File: config.mk
export PLATFORM = sky130hd
export DESIGN_NAME = sba_arbiter_flat
export DESIGN_NICKNAME = d
export VERILOG_FILES = /design/src/sba_pkg.sv /design/src/sba_if.sv /design/src/sba_arbiter.sv /design/src/flat_wrapper.sv
export SDC_FILE = /design/constraint.sdc
export NUM_CORES = 1
export LEC_CHECK = 0
export BUFFER_PORTS_ARGS = -buffer_cell sky130_fd_sc_hd__buf_2
export CAP_MARGIN = 30
export CORE_ASPECT_RATIO = 1.2
export CORE_MARGIN = 2
export CORE_UTILIZATION = 51
export CTS_CLUSTER_SIZE = 8
export DETAILED_ROUTE_END_ITERATION = 10
export MAX_ROUTING_LAYER = met4
export PLACE_DENSITY = 0.72
export SLEW_MARGIN = 40
export SYNTH_ARGS = -nofsm -noshare
export SYNTH_HDL_FRONTEND = slang
export SYNTH_SLANG_ARGS = --single-unit
File: constraint.sdc
create_clock -name mclk -period 15.8 [get_ports mclk]
set_input_delay 0.79 -clock mclk [delete_from_list [all_inputs] [get_ports mclk]]
set_output_delay 0.79 -clock mclk [all_outputs]
set_load 0.01 [all_outputs]
File: src/sba_pkg.sv
// constants and types shared by both ends of the system bus arbiter
// assumes one clock (mclk) and an asynchronous active-high reset
package sba_pkg;
  localparam int unsigned NUM_CH = 16;
  localparam int unsigned NUM_MASTERS = 16;
  localparam int unsigned CH_IDX_W = 4;
  localparam int unsigned MST_W = 4;
  // channel configuration byte: enable, spare, throttle[1:0], master[3:0]
  localparam int unsigned CFG_W = 8;
  localparam int unsigned CFG_EN_BIT = 7;
  localparam int unsigned CFG_BW_LSB = 4;
  localparam int unsigned CFG_MST_LSB = 0;
  localparam logic [1:0] BW_FULL = 2'h0;
  localparam logic [1:0] BW_3Q = 2'h1;
  localparam logic [1:0] BW_HALF = 2'h2;
  localparam logic [1:0] BW_1Q = 2'h3;
  localparam logic [3:0] CPU_MASTER = 4'h0;
  localparam logic [3:0] DEFAULT_MASTER = 4'hF;
  localparam logic [7:0] CFG_CPU_RESET = 8'h80;
  localparam logic [7:0] CFG_OFF_RESET = 8'h00;
  // AHB transfer types and responses
  localparam logic [1:0] HTRANS_IDLE = 2'h0;
  localparam logic [1:0] HTRANS_NONSEQ = 2'h2;
  localparam logic [1:0] HTRANS_SEQ = 2'h3;
  localparam logic [1:0] HRESP_OKAY = 2'h0;
  localparam logic [1:0] HRESP_RETRY = 2'h2;
  localparam logic [1:0] HRESP_SPLIT = 2'h3;
  // idle timeout of the default master
  localparam int unsigned IDLE_TIMEOUT_US = 100;
  localparam int unsigned CLK_MHZ = 200;
  localparam int unsigned IDLE_TIMEOUT_CYC = IDLE_TIMEOUT_US * CLK_MHZ;
  // software register offsets of the master-side end
  localparam logic [3:0] REG_CFG0 = 4'h0;
  localparam logic [3:0] REG_CFG1 = 4'h1;
  localparam logic [3:0] REG_CFG2 = 4'h2;
  localparam logic [3:0] REG_CFG3 = 4'h3;
  localparam logic [3:0] REG_REQ = 4'h4;
  localparam logic [3:0] REG_LOCK = 4'h5;
  localparam logic [3:0] REG_STATUS = 4'h6;
  localparam logic [3:0] REG_TMO = 4'h7;
  typedef enum logic [1:0] {SBA_EVAL, SBA_WAIT, SBA_LOCKED} sba_state_t;
endpackage : sba_pkg

File: src/sba_if.sv
// interface joining the arbiter and the bus-side master/slave agent
// assumes both modules sit on the same mclk
interface sba_if;
  logic [15:0] hbusreq;
  logic [15:0] hlock;
  logic [15:0] hgrant;
  logic [3:0] hmaster;
  logic [3:0] hmaster_data;
  logic hmastlock;
  logic [1:0] htrans;
  logic hburst_last;
  logic hready;
  logic [1:0] hresp;
  logic [15:0] hsplit;
  logic [15:0] slave_split_busy;
  logic [15:0] req_to_split_slave;
  logic [127:0] chan_cfg;
  logic cpu_ifetch_req;
  logic cpu_data_req;
  logic cpu_ext_mem;
  logic cpu_iside_sel;
  logic cpu_to_mem_port;
  logic timeout;
  logic timeout_reset_sel;
  modport arbiter (
    input hbusreq, hlock, htrans, hburst_last, hready, hresp, hsplit,
    input slave_split_busy, req_to_split_slave, chan_cfg,
    input cpu_ifetch_req, cpu_data_req, cpu_ext_mem, timeout_reset_sel,
    output hgrant, hmaster, hmaster_data, hmastlock, cpu_iside_sel, cpu_to_mem_port,
    output timeout
  );
  modport agent (
    output hbusreq, hlock, htrans, hburst_last, hready, hresp, hsplit,
    output slave_split_busy, req_to_split_slave, chan_cfg,
    output cpu_ifetch_req, cpu_data_req, cpu_ext_mem, timeout_reset_sel,
    input hgrant, hmaster, hmaster_data, hmastlock, cpu_iside_sel, cpu_to_mem_port,
    input timeout
  );
endinterface : sba_if

File: src/sba_arbiter.sv
// main system bus arbiter with cpu-side port arbiter
// assumes masters follow AHB grant sampling and software programs shared channels together
// Function
// cpu ports share fifty-fifty; route memory or main
// sixteen-entry channel configuration table
// one master per channel; masters may share
// two-bit throttle: full, 3/4, half, quarter
// quarter throttle skips every third/fourth round; code passes a quarter channel only when round_cnt is 0 of 4
// configuration gates requests into pending vector
// reset: only cpu channel enabled, full rate
// evaluate each clock, hold until grant
// round-robin grant at last address/split/idle
// masters take ownership when hready high
// current master indication updates with ownership
// data ownership lags address by one transfer
// software enables shared channels together
// locked sequence blocks all other grants
// locking master kept one extra transfer
// split in lock keeps master granted
// default master granted when nobody requests
// park bus while split transfers outstanding
// default master idle too long raises timeout
// split masks master until split-complete bit
// unmasked master gets top priority next
// block requests to splitting slave
// pointer moves past granted channel
module sba_arbiter #(
  parameter int unsigned TIMEOUT_CYC = sba_pkg::IDLE_TIMEOUT_CYC
) (
  input wire logic mclk,
  input wire logic reset,
  sba_if.arbiter bus
);
  ////////////////////////////////////////////////////////////////////////////
  function automatic logic [3:0] cfg_master(input logic [7:0] c);
    cfg_master = c[sba_pkg::CFG_MST_LSB +: 4];
  endfunction

  logic [15:0] request_pending_vector;
  logic [15:0] split_mask;
  logic [15:0] mask_now;
  logic [15:0] prio_mask;
  logic [15:0] hgrant_r;
  logic [3:0] hmaster_r;
  logic [3:0] hmaster_data_r;
  logic hmastlock_r;
  logic [3:0] rr_ptr;
  logic [3:0] chosen_ch;
  logic [3:0] chosen_mst;
  logic chosen_valid;
  logic [1:0] round_cnt;
  logic lock_extra;
  logic lock_split;
  logic [31:0] idle_cnt;
  logic timeout_r;
  logic cpu_iside_r;
  logic cpu_mem_r;
  sba_pkg::sba_state_t state;
  logic [15:0] gated_req;
  logic [15:0] throttle_ok;
  logic [15:0] masked_req;
  logic [15:0] prio_req;

  ////////////////////////////////////////////////////////////////////////////
  // per-channel gating of requests
  genvar g;
  generate
    for (g = 0; g < 16; g++) begin : gen_ch
      wire logic [7:0] c = bus.chan_cfg[g*8 +: 8];
      wire logic [1:0] bw = c[sba_pkg::CFG_BW_LSB +: 2];
      wire logic [3:0] m = cfg_master(c);
      // throttle by a shared 4-phase round counter; cheap, not exact per channel
      assign throttle_ok[g] = (bw == sba_pkg::BW_FULL) ? 1'b1 :
        (bw == sba_pkg::BW_3Q) ? (round_cnt != 2'h3) :
        (bw == sba_pkg::BW_HALF) ? round_cnt[0] :
        (round_cnt == 2'h0);
      assign gated_req[g] = c[sba_pkg::CFG_EN_BIT] & bus.hbusreq[m] &
        ~bus.req_to_split_slave[m];
      assign masked_req[g] = request_pending_vector[g] & ~mask_now[m] & throttle_ok[g];
      assign prio_req[g] = masked_req[g] & prio_mask[m];
    end
  endgenerate

  // round-robin search from the pointer, unmasked-split masters first
  always_comb begin
    logic [3:0] idx;
    logic [15:0] pool;
    chosen_valid = 1'b0;
    chosen_ch = 4'h0;
    idx = 4'h0;
    pool = (|prio_req) ? prio_req : masked_req;
    for (int i = 15; i >= 0; i--) begin
      idx = rr_ptr + i[3:0];
      if (pool[idx]) begin
        chosen_valid = 1'b1;
        chosen_ch = idx;
      end
    end
  end
  assign chosen_mst = cfg_master(bus.chan_cfg[chosen_ch*8 +: 8]);

  wire logic cur_locked = bus.hlock[hmaster_r];
  wire logic addr_last = bus.hready & (bus.hburst_last | (bus.htrans == sba_pkg::HTRANS_IDLE));
  wire logic split_seen = bus.hready & (bus.hresp == sba_pkg::HRESP_SPLIT);
  wire logic retry_seen = bus.hready & (bus.hresp == sba_pkg::HRESP_RETRY);
  // mask the splitting owner at the split edge too, else it is granted again
  assign mask_now = split_mask | (split_seen ? (16'h0001 << hmaster_r) : 16'h0000);
  wire logic grant_slot = addr_last | split_seen;
  wire logic dflt_idle = (hmaster_r == sba_pkg::DEFAULT_MASTER) &
    (bus.htrans == sba_pkg::HTRANS_IDLE);
  wire logic hold_lock = cur_locked | lock_extra | lock_split;
  wire logic [3:0] next_owner = chosen_valid ? chosen_mst : sba_pkg::DEFAULT_MASTER;

  ////////////////////////////////////////////////////////////////////////////
  always_ff @(posedge mclk or posedge reset) begin
    if (reset) begin
      request_pending_vector <= 16'h0000;
      state <= sba_pkg::SBA_EVAL;
    end else begin
      case (state)
        sba_pkg::SBA_EVAL: begin
          request_pending_vector <= gated_req;
          if (|gated_req) begin
            state <= sba_pkg::SBA_WAIT;
          end
        end
        sba_pkg::SBA_WAIT: begin
          if (grant_slot & ~hold_lock) begin
            state <= sba_pkg::SBA_EVAL;
          end else if (grant_slot) begin
            state <= sba_pkg::SBA_LOCKED;
          end
        end
        default: begin
          if (~hold_lock) begin
            state <= sba_pkg::SBA_EVAL;
          end
        end
      endcase
    end
  end

  always_ff @(posedge mclk or posedge reset) begin
    if (reset) begin
      hmaster_r <= sba_pkg::DEFAULT_MASTER;
      hgrant_r <= 16'h8000;
      hmaster_data_r <= sba_pkg::DEFAULT_MASTER;
      hmastlock_r <= 1'b0;
      rr_ptr <= 4'h0;
      round_cnt <= 2'h0;
    end else begin
      if (bus.hready) begin
        hmaster_data_r <= hmaster_r;
        hmastlock_r <= cur_locked;
      end
      if (grant_slot & ~hold_lock) begin
        hgrant_r <= 16'h0001 << next_owner;
        if (bus.hready) begin
          hmaster_r <= next_owner;
        end
        if (chosen_valid) begin
          rr_ptr <= chosen_ch + 4'h1;
        end
        round_cnt <= round_cnt + 2'h1;
      end
    end
  end

  // lock extension, split masking and priority
  always_ff @(posedge mclk or posedge reset) begin
    if (reset) begin
      lock_extra <= 1'b0;
      lock_split <= 1'b0;
      split_mask <= 16'h0000;
      prio_mask <= 16'h0000;
    end else begin
      if (cur_locked & bus.hready) begin
        lock_extra <= 1'b1;
      end else if (bus.hready & ~retry_seen) begin
        lock_extra <= 1'b0;
      end
      if (split_seen & cur_locked) begin
        lock_split <= 1'b1;
      end else if (bus.hsplit[hmaster_r]) begin
        lock_split <= 1'b0;
      end
      // a new split wins over a same-cycle complete
      split_mask <= (split_mask & ~bus.hsplit) |
        (split_seen ? (16'h0001 << hmaster_r) : 16'h0000);
      if (grant_slot & ~hold_lock & chosen_valid) begin
        prio_mask <= bus.hsplit;
      end else begin
        prio_mask <= prio_mask | (split_mask & bus.hsplit);
      end
    end
  end

  ////////////////////////////////////////////////////////////////////////////
  // default-master idle watchdog; sticky while timeout_reset_sel is set, else high only while the default master stays idle past the limit
  always_ff @(posedge mclk or posedge reset) begin
    if (reset) begin
      idle_cnt <= 32'h0;
      timeout_r <= 1'b0;
    end else begin
      if (dflt_idle) begin
        if (idle_cnt < TIMEOUT_CYC) begin
          idle_cnt <= idle_cnt + 32'h1;
        end
      end else begin
        idle_cnt <= 32'h0;
      end
      timeout_r <= (dflt_idle & (idle_cnt >= TIMEOUT_CYC - 1)) |
        (timeout_r & bus.timeout_reset_sel);
    end
  end

  // cpu port arbiter: alternate sides when both want the bus
  always_ff @(posedge mclk or posedge reset) begin
    if (reset) begin
      cpu_iside_r <= 1'b1;
      cpu_mem_r <= 1'b0;
    end else begin
      if (bus.cpu_ifetch_req & bus.cpu_data_req) begin
        cpu_iside_r <= ~cpu_iside_r;
      end else begin
        cpu_iside_r <= bus.cpu_ifetch_req;
      end
      cpu_mem_r <= bus.cpu_ext_mem & (bus.cpu_ifetch_req | bus.cpu_data_req);
    end
  end

  assign bus.hgrant = hgrant_r;
  assign bus.hmaster = hmaster_r;
  assign bus.hmaster_data = hmaster_data_r;
  assign bus.hmastlock = hmastlock_r;
  assign bus.timeout = timeout_r;
  assign bus.cpu_iside_sel = cpu_iside_r;
  assign bus.cpu_to_mem_port = cpu_mem_r;
endmodule // sba_arbiter

File: src/flat_wrapper.sv
// flat-port wrapper written by rule: the top's interface ports become plain ports
module sba_arbiter_flat 
#(
  parameter int unsigned TIMEOUT_CYC = sba_pkg::IDLE_TIMEOUT_CYC
)
  (mclk, reset, bus_hbusreq, bus_hlock, bus_htrans, bus_hburst_last, bus_hready, bus_hresp, bus_hsplit, bus_slave_split_busy, bus_req_to_split_slave, bus_chan_cfg, bus_cpu_ifetch_req, bus_cpu_data_req, bus_cpu_ext_mem, bus_timeout_reset_sel, bus_hgrant, bus_hmaster, bus_hmaster_data, bus_hmastlock, bus_cpu_iside_sel, bus_cpu_to_mem_port, bus_timeout);
  sba_if bus_i ();
  input wire logic mclk;
  input wire logic reset;
  input wire logic [$bits(bus_i.hbusreq)-1:0] bus_hbusreq;
  input wire logic [$bits(bus_i.hlock)-1:0] bus_hlock;
  input wire logic [$bits(bus_i.htrans)-1:0] bus_htrans;
  input wire logic [$bits(bus_i.hburst_last)-1:0] bus_hburst_last;
  input wire logic [$bits(bus_i.hready)-1:0] bus_hready;
  input wire logic [$bits(bus_i.hresp)-1:0] bus_hresp;
  input wire logic [$bits(bus_i.hsplit)-1:0] bus_hsplit;
  input wire logic [$bits(bus_i.slave_split_busy)-1:0] bus_slave_split_busy;
  input wire logic [$bits(bus_i.req_to_split_slave)-1:0] bus_req_to_split_slave;
  input wire logic [$bits(bus_i.chan_cfg)-1:0] bus_chan_cfg;
  input wire logic [$bits(bus_i.cpu_ifetch_req)-1:0] bus_cpu_ifetch_req;
  input wire logic [$bits(bus_i.cpu_data_req)-1:0] bus_cpu_data_req;
  input wire logic [$bits(bus_i.cpu_ext_mem)-1:0] bus_cpu_ext_mem;
  input wire logic [$bits(bus_i.timeout_reset_sel)-1:0] bus_timeout_reset_sel;
  output wire logic [$bits(bus_i.hgrant)-1:0] bus_hgrant;
  output wire logic [$bits(bus_i.hmaster)-1:0] bus_hmaster;
  output wire logic [$bits(bus_i.hmaster_data)-1:0] bus_hmaster_data;
  output wire logic [$bits(bus_i.hmastlock)-1:0] bus_hmastlock;
  output wire logic [$bits(bus_i.cpu_iside_sel)-1:0] bus_cpu_iside_sel;
  output wire logic [$bits(bus_i.cpu_to_mem_port)-1:0] bus_cpu_to_mem_port;
  output wire logic [$bits(bus_i.timeout)-1:0] bus_timeout;
  assign bus_i.hbusreq = bus_hbusreq;
  assign bus_i.hlock = bus_hlock;
  assign bus_i.htrans = bus_htrans;
  assign bus_i.hburst_last = bus_hburst_last;
  assign bus_i.hready = bus_hready;
  assign bus_i.hresp = bus_hresp;
  assign bus_i.hsplit = bus_hsplit;
  assign bus_i.slave_split_busy = bus_slave_split_busy;
  assign bus_i.req_to_split_slave = bus_req_to_split_slave;
  assign bus_i.chan_cfg = bus_chan_cfg;
  assign bus_i.cpu_ifetch_req = bus_cpu_ifetch_req;
  assign bus_i.cpu_data_req = bus_cpu_data_req;
  assign bus_i.cpu_ext_mem = bus_cpu_ext_mem;
  assign bus_i.timeout_reset_sel = bus_timeout_reset_sel;
  assign bus_hgrant = bus_i.hgrant;
  assign bus_hmaster = bus_i.hmaster;
  assign bus_hmaster_data = bus_i.hmaster_data;
  assign bus_hmastlock = bus_i.hmastlock;
  assign bus_cpu_iside_sel = bus_i.cpu_iside_sel;
  assign bus_cpu_to_mem_port = bus_i.cpu_to_mem_port;
  assign bus_timeout = bus_i.timeout;
  sba_arbiter #(.TIMEOUT_CYC(TIMEOUT_CYC)) u_core (.mclk(mclk), .reset(reset), .bus(bus_i));
endmodule
==> out/summary.txt <==
====================================================================================================
Tmin final                                                                                   9.47 ns
Number of DRC violations after detailed routing                                                    0
Number of top-level pins                                                                         248
Headroom to the max-slew limit                                                                 30.3%
Switching share of power                                                                       55.9%
Number of sinks driven by the clock tree                                                         118
Number of antenna-violating nets in the routed design                                              0
Worst setup skew after layout                                                              0.0116 ns
Setup slack at placement                                                                     6.71 ns
Nets                                                                                            2429
CTS Buf Count                                                                                     17
Cell count after synthesis                                                                      2162
Clock Path Buffers                                                                                 2
Proportion of layout cells with a drive suffix above 1                                         26.3%
Leading cell type by number of instances after synthesis                                sky130_fd_sc_hd__nand2_1
Cell Area, Synth                                                                          18400 um^2
Vias                                                                                           20.8k
Post-synthesis sequential area ratio                                                           16.1%
Critical path cell sequence                                                             buf_4, and3b_1, a21oi_1, a221o_1, a311oi_2, nor3b_2, or4_4, or2_1, o41a_1, mux2_2, or2_1, a31oi_1, or3_1, a2111oi_1, and3_4, a211oi_4, buf_4, mux4_1, mux2i_2, mux2i_4, or2_4, nor3_4, a22o_1
Final Non-Filler Cells                                                                          2686
Measured slew at the worst slew-check pin                                                    1.03 ns
RD Place Congestion                                                                             1.09
Area fraction of the dominant cell type after synthesis                                        20.3%
Fraction of synthesis flops using an asynchronous set or reset pin                              100%
Tot GR Track Use                                                                               47.7%
Hold-fix buffers, CTS                                                                              0
Min-delay worst type                                                                        in2async
DPL Wire Length                                                                             63100 um
Timing-limited maximum frequency                                                             106 MHz
Cell Count Post-Placement                                                                       2645
Skew-Pair Late Insertion Delay                                                               0.45 ns
Count of final max-slew check failures                                                             0
Overall overflow remaining after global route                                                      0
Fin util                                                                                       55.9%
Clock-pin slew reported for the worst setup and hold paths after clock tree synthesis        0.06 ns
Sum of routed wire length over all layers                                                   87500 um
Yosys cell types                                                                                 115
Fraction of the cycle the final worst path needs                                               60.0%
Die ar.                                                                                   37600 um^2
Count of buffer and inverter cells on the critical path                                            2
Number of antenna violations at the first check in global routing                                  6
Number of H-tree levels                                                                            4
Seq cells post-synth                                                                             118
Setup bufs post-CTS                                                                                0
Power, Total                                                                                 4.64 mW
Required arrival time at the worst endpoint                                                 16.18 ns
Initial Util                                                                                   51.5%
Post-route cell area                                                                      20000 um^2
Total negative slack                                                                            0 ns
Floorplan die height                                                                          212 um
Setup repair after global routing missed its margin                                            false
Critical path type                                                                           reg2reg
Port Buffers                                                                                     215
Largest incremental delay on the critical path                                               0.91 ns
Number of enable flip-flop cells after synthesis                                                   0
Width of the die                                                                              177 um
Max IR drop VDD                                                                             0.232 mV
Power per Cell Area                                                                      232 nW/um^2
Row count                                                                                         76
CP Capture Type                                                                             register
Outcome                                                                                 finished, final reports clean
Vias per inst                                                                                   7.76
Part of the power in combinational logic                                                       79.2%
Static power due to leakage                                                                  7.60 nW
Violation count after the first detailed-routing iteration                                      3256
TritonCTS clock tree                                                                           built
Leading post-synthesis cells by cell area                                               sky130_fd_sc_hd__mux4_2, sky130_fd_sc_hd__dfrtp_1, sky130_fd_sc_hd__nand2_1
WL per Instance                                                                              32.6 um
Library cell used as clock root buffer                                                  sky130_fd_sc_hd__clkbuf_16
Highest-delay cell along the critical path                                              sky130_fd_sc_hd__and3b_1
Synthesis-to-finish area growth                                                                8.68%
Switching component of the power                                                             2.60 mW
Commonest cells in the synthesized netlist                                              sky130_fd_sc_hd__nand2_1, sky130_fd_sc_hd__mux4_2, sky130_fd_sc_hd__clkbuf_1
Critical Path Start Type                                                                    register
First-pass GRT wire length                                                                 128000 um
Final WS setup                                                                               6.33 ns
Pin count of the biggest net entering global routing                                              75
Count of cells resized by post-cts repair                                                          0
Net count of the mapped netlist                                                                 2393
Min Hold Slack                                                                              0.416 ns
Syn Area/Cell                                                                              8.51 um^2
Via count of the first global-routing pass                                                     19.7k
Number of warning messages in the yosys log                                                        0
Count of final setup violators                                                                     0
CP arrival                                                                                   9.86 ns
Critical Path Fanout Max                                                                          45
Internal power summed over all cells                                                         2.05 mW
Largest delay share family, worst path                                                  simple AND/OR/NAND/NOR gates
Maximum capacitance violations                                                                     0
Instance area after placement                                                             19300 um^2
Cell accounting for the most synthesized area                                           sky130_fd_sc_hd__mux4_2
Number of endpoints with negative hold slack in the final report                                   0
Sequential share of power                                                                      12.2%
Commonest register cell after synthesis                                                 sky130_fd_sc_hd__dfrtp_1
Placeable Area                                                                            35800 um^2
Share of total power in the clock network                                                       8.6%
Drt pass-1 iters                                                                                   7
====================================================================================================
[flip-flops by register name (all words and copies together), names as in the netlist]
| name | count |
|---|---|
| u_core.bus.cpu_iside_sel | 1 |
| u_core.bus.hgrant | 16 |
| u_core.bus.hmastlock | 1 |
| u_core.lock_split | 1 |
| u_core.prio_mask | 16 |
| u_core.request_pending_vector | 16 |
| u_core.rr_ptr | 4 |
| u_core.bus.timeout | 1 |
| u_core.round_cnt | 2 |
| u_core.bus.hmaster | 4 |
| u_core.bus.cpu_to_mem_port | 1 |
| u_core.idle_cnt | 32 |
| u_core.lock_extra | 1 |
| u_core.bus.hmaster_data | 4 |
| u_core.state | 2 |
| u_core.split_mask | 16 |
[cells by family (layout without fill, tap and decap cells)]
kind of cell,Yosys count,count (layout),synth area share (%)
muxes,269,269,26.4
adders and majority gates,11,11,0.748
buffers and inverters,322,371,7.53
AOI/OAI and AO/OA,690,690,27.1
other,0,7,0
xor gates and xnor gates,44,44,2.09
and+or+nand+nor,708,708,20.1
DFF,118,118,16.1
[layer usage]
| layer | up-vias | global-route usage [%] | wire (um) |
|---|---|---|---|
| li1 | 8561 | - | - |
| met1 | 9896 | 52.3 | 28600 |
| met2 | 1791 | 72.8 | 38800 |
| met3 | 584 | 13.3 | 10600 |
| met4 | 0 | 38.2 | 9590 |
| met5 | - | - | 0 |
[cell usage in the layout, fill, tap and decap left out, drive strengths merged, types with 29 or more instances in the layout]
| master | n |
|---|---|
| buf | 250 |
| nand3 | 55 |
| nand2 | 229 |
| a21oi | 92 |
| mux4 | 167 |
| nor2 | 128 |
| inv | 85 |
| dfrtp | 108 |
| o22ai | 32 |
| a211oi | 64 |
| xnor2 | 29 |
| mux2 | 29 |
| mux2i | 73 |
| and2 | 40 |
| o21ai | 135 |
| nor3 | 40 |
| a31oi | 37 |
| o211ai | 65 |
[path summary, 6_finish.rpt]
path                                                  start                          endpoint  slack [ns]  cells past startpoint
max in group asynchronous                             reset              u_core.split_mask[4]       14.26                      3
min in group mclk          u_core.request_pending_vector[1]  u_core.request_pending_vector[1]        0.49                      2
setup / recovery                      u_core.bus.hmaster[0]              u_core.bus.hgrant[1]        6.33                     23
hold / removal                                        reset             u_core.bus.hgrant[14]        0.42                      2
hold reg to reg            u_core.request_pending_vector[1]  u_core.request_pending_vector[1]        0.49                      2
setup reg to reg                      u_core.bus.hmaster[0]              u_core.bus.hgrant[1]        6.33                     23
[layout make-up]
cell class	instances	area, um^2
fill	3318	15800
multi-input combinational	1722	14200
sequential	118	2970
timing repair buffer	251	1340
tap	468	586
clock buffer	17	425
inverter	88	333
clock inverter	15	170
antenna	7	17.5
[power by group through the flow]
stage                     clock [mW]  sequential [mW]  combinational (mW)
after floorplan                    0            0.453                2.72
after global placement             0            0.547                3.44
after detailed placement           0            0.557                3.52
after CTS                      0.403            0.552                3.55
after global routing           0.414            0.572                3.85
final                          0.401            0.565                3.68
No activity file was read; power rests on OpenSTA's default activity.
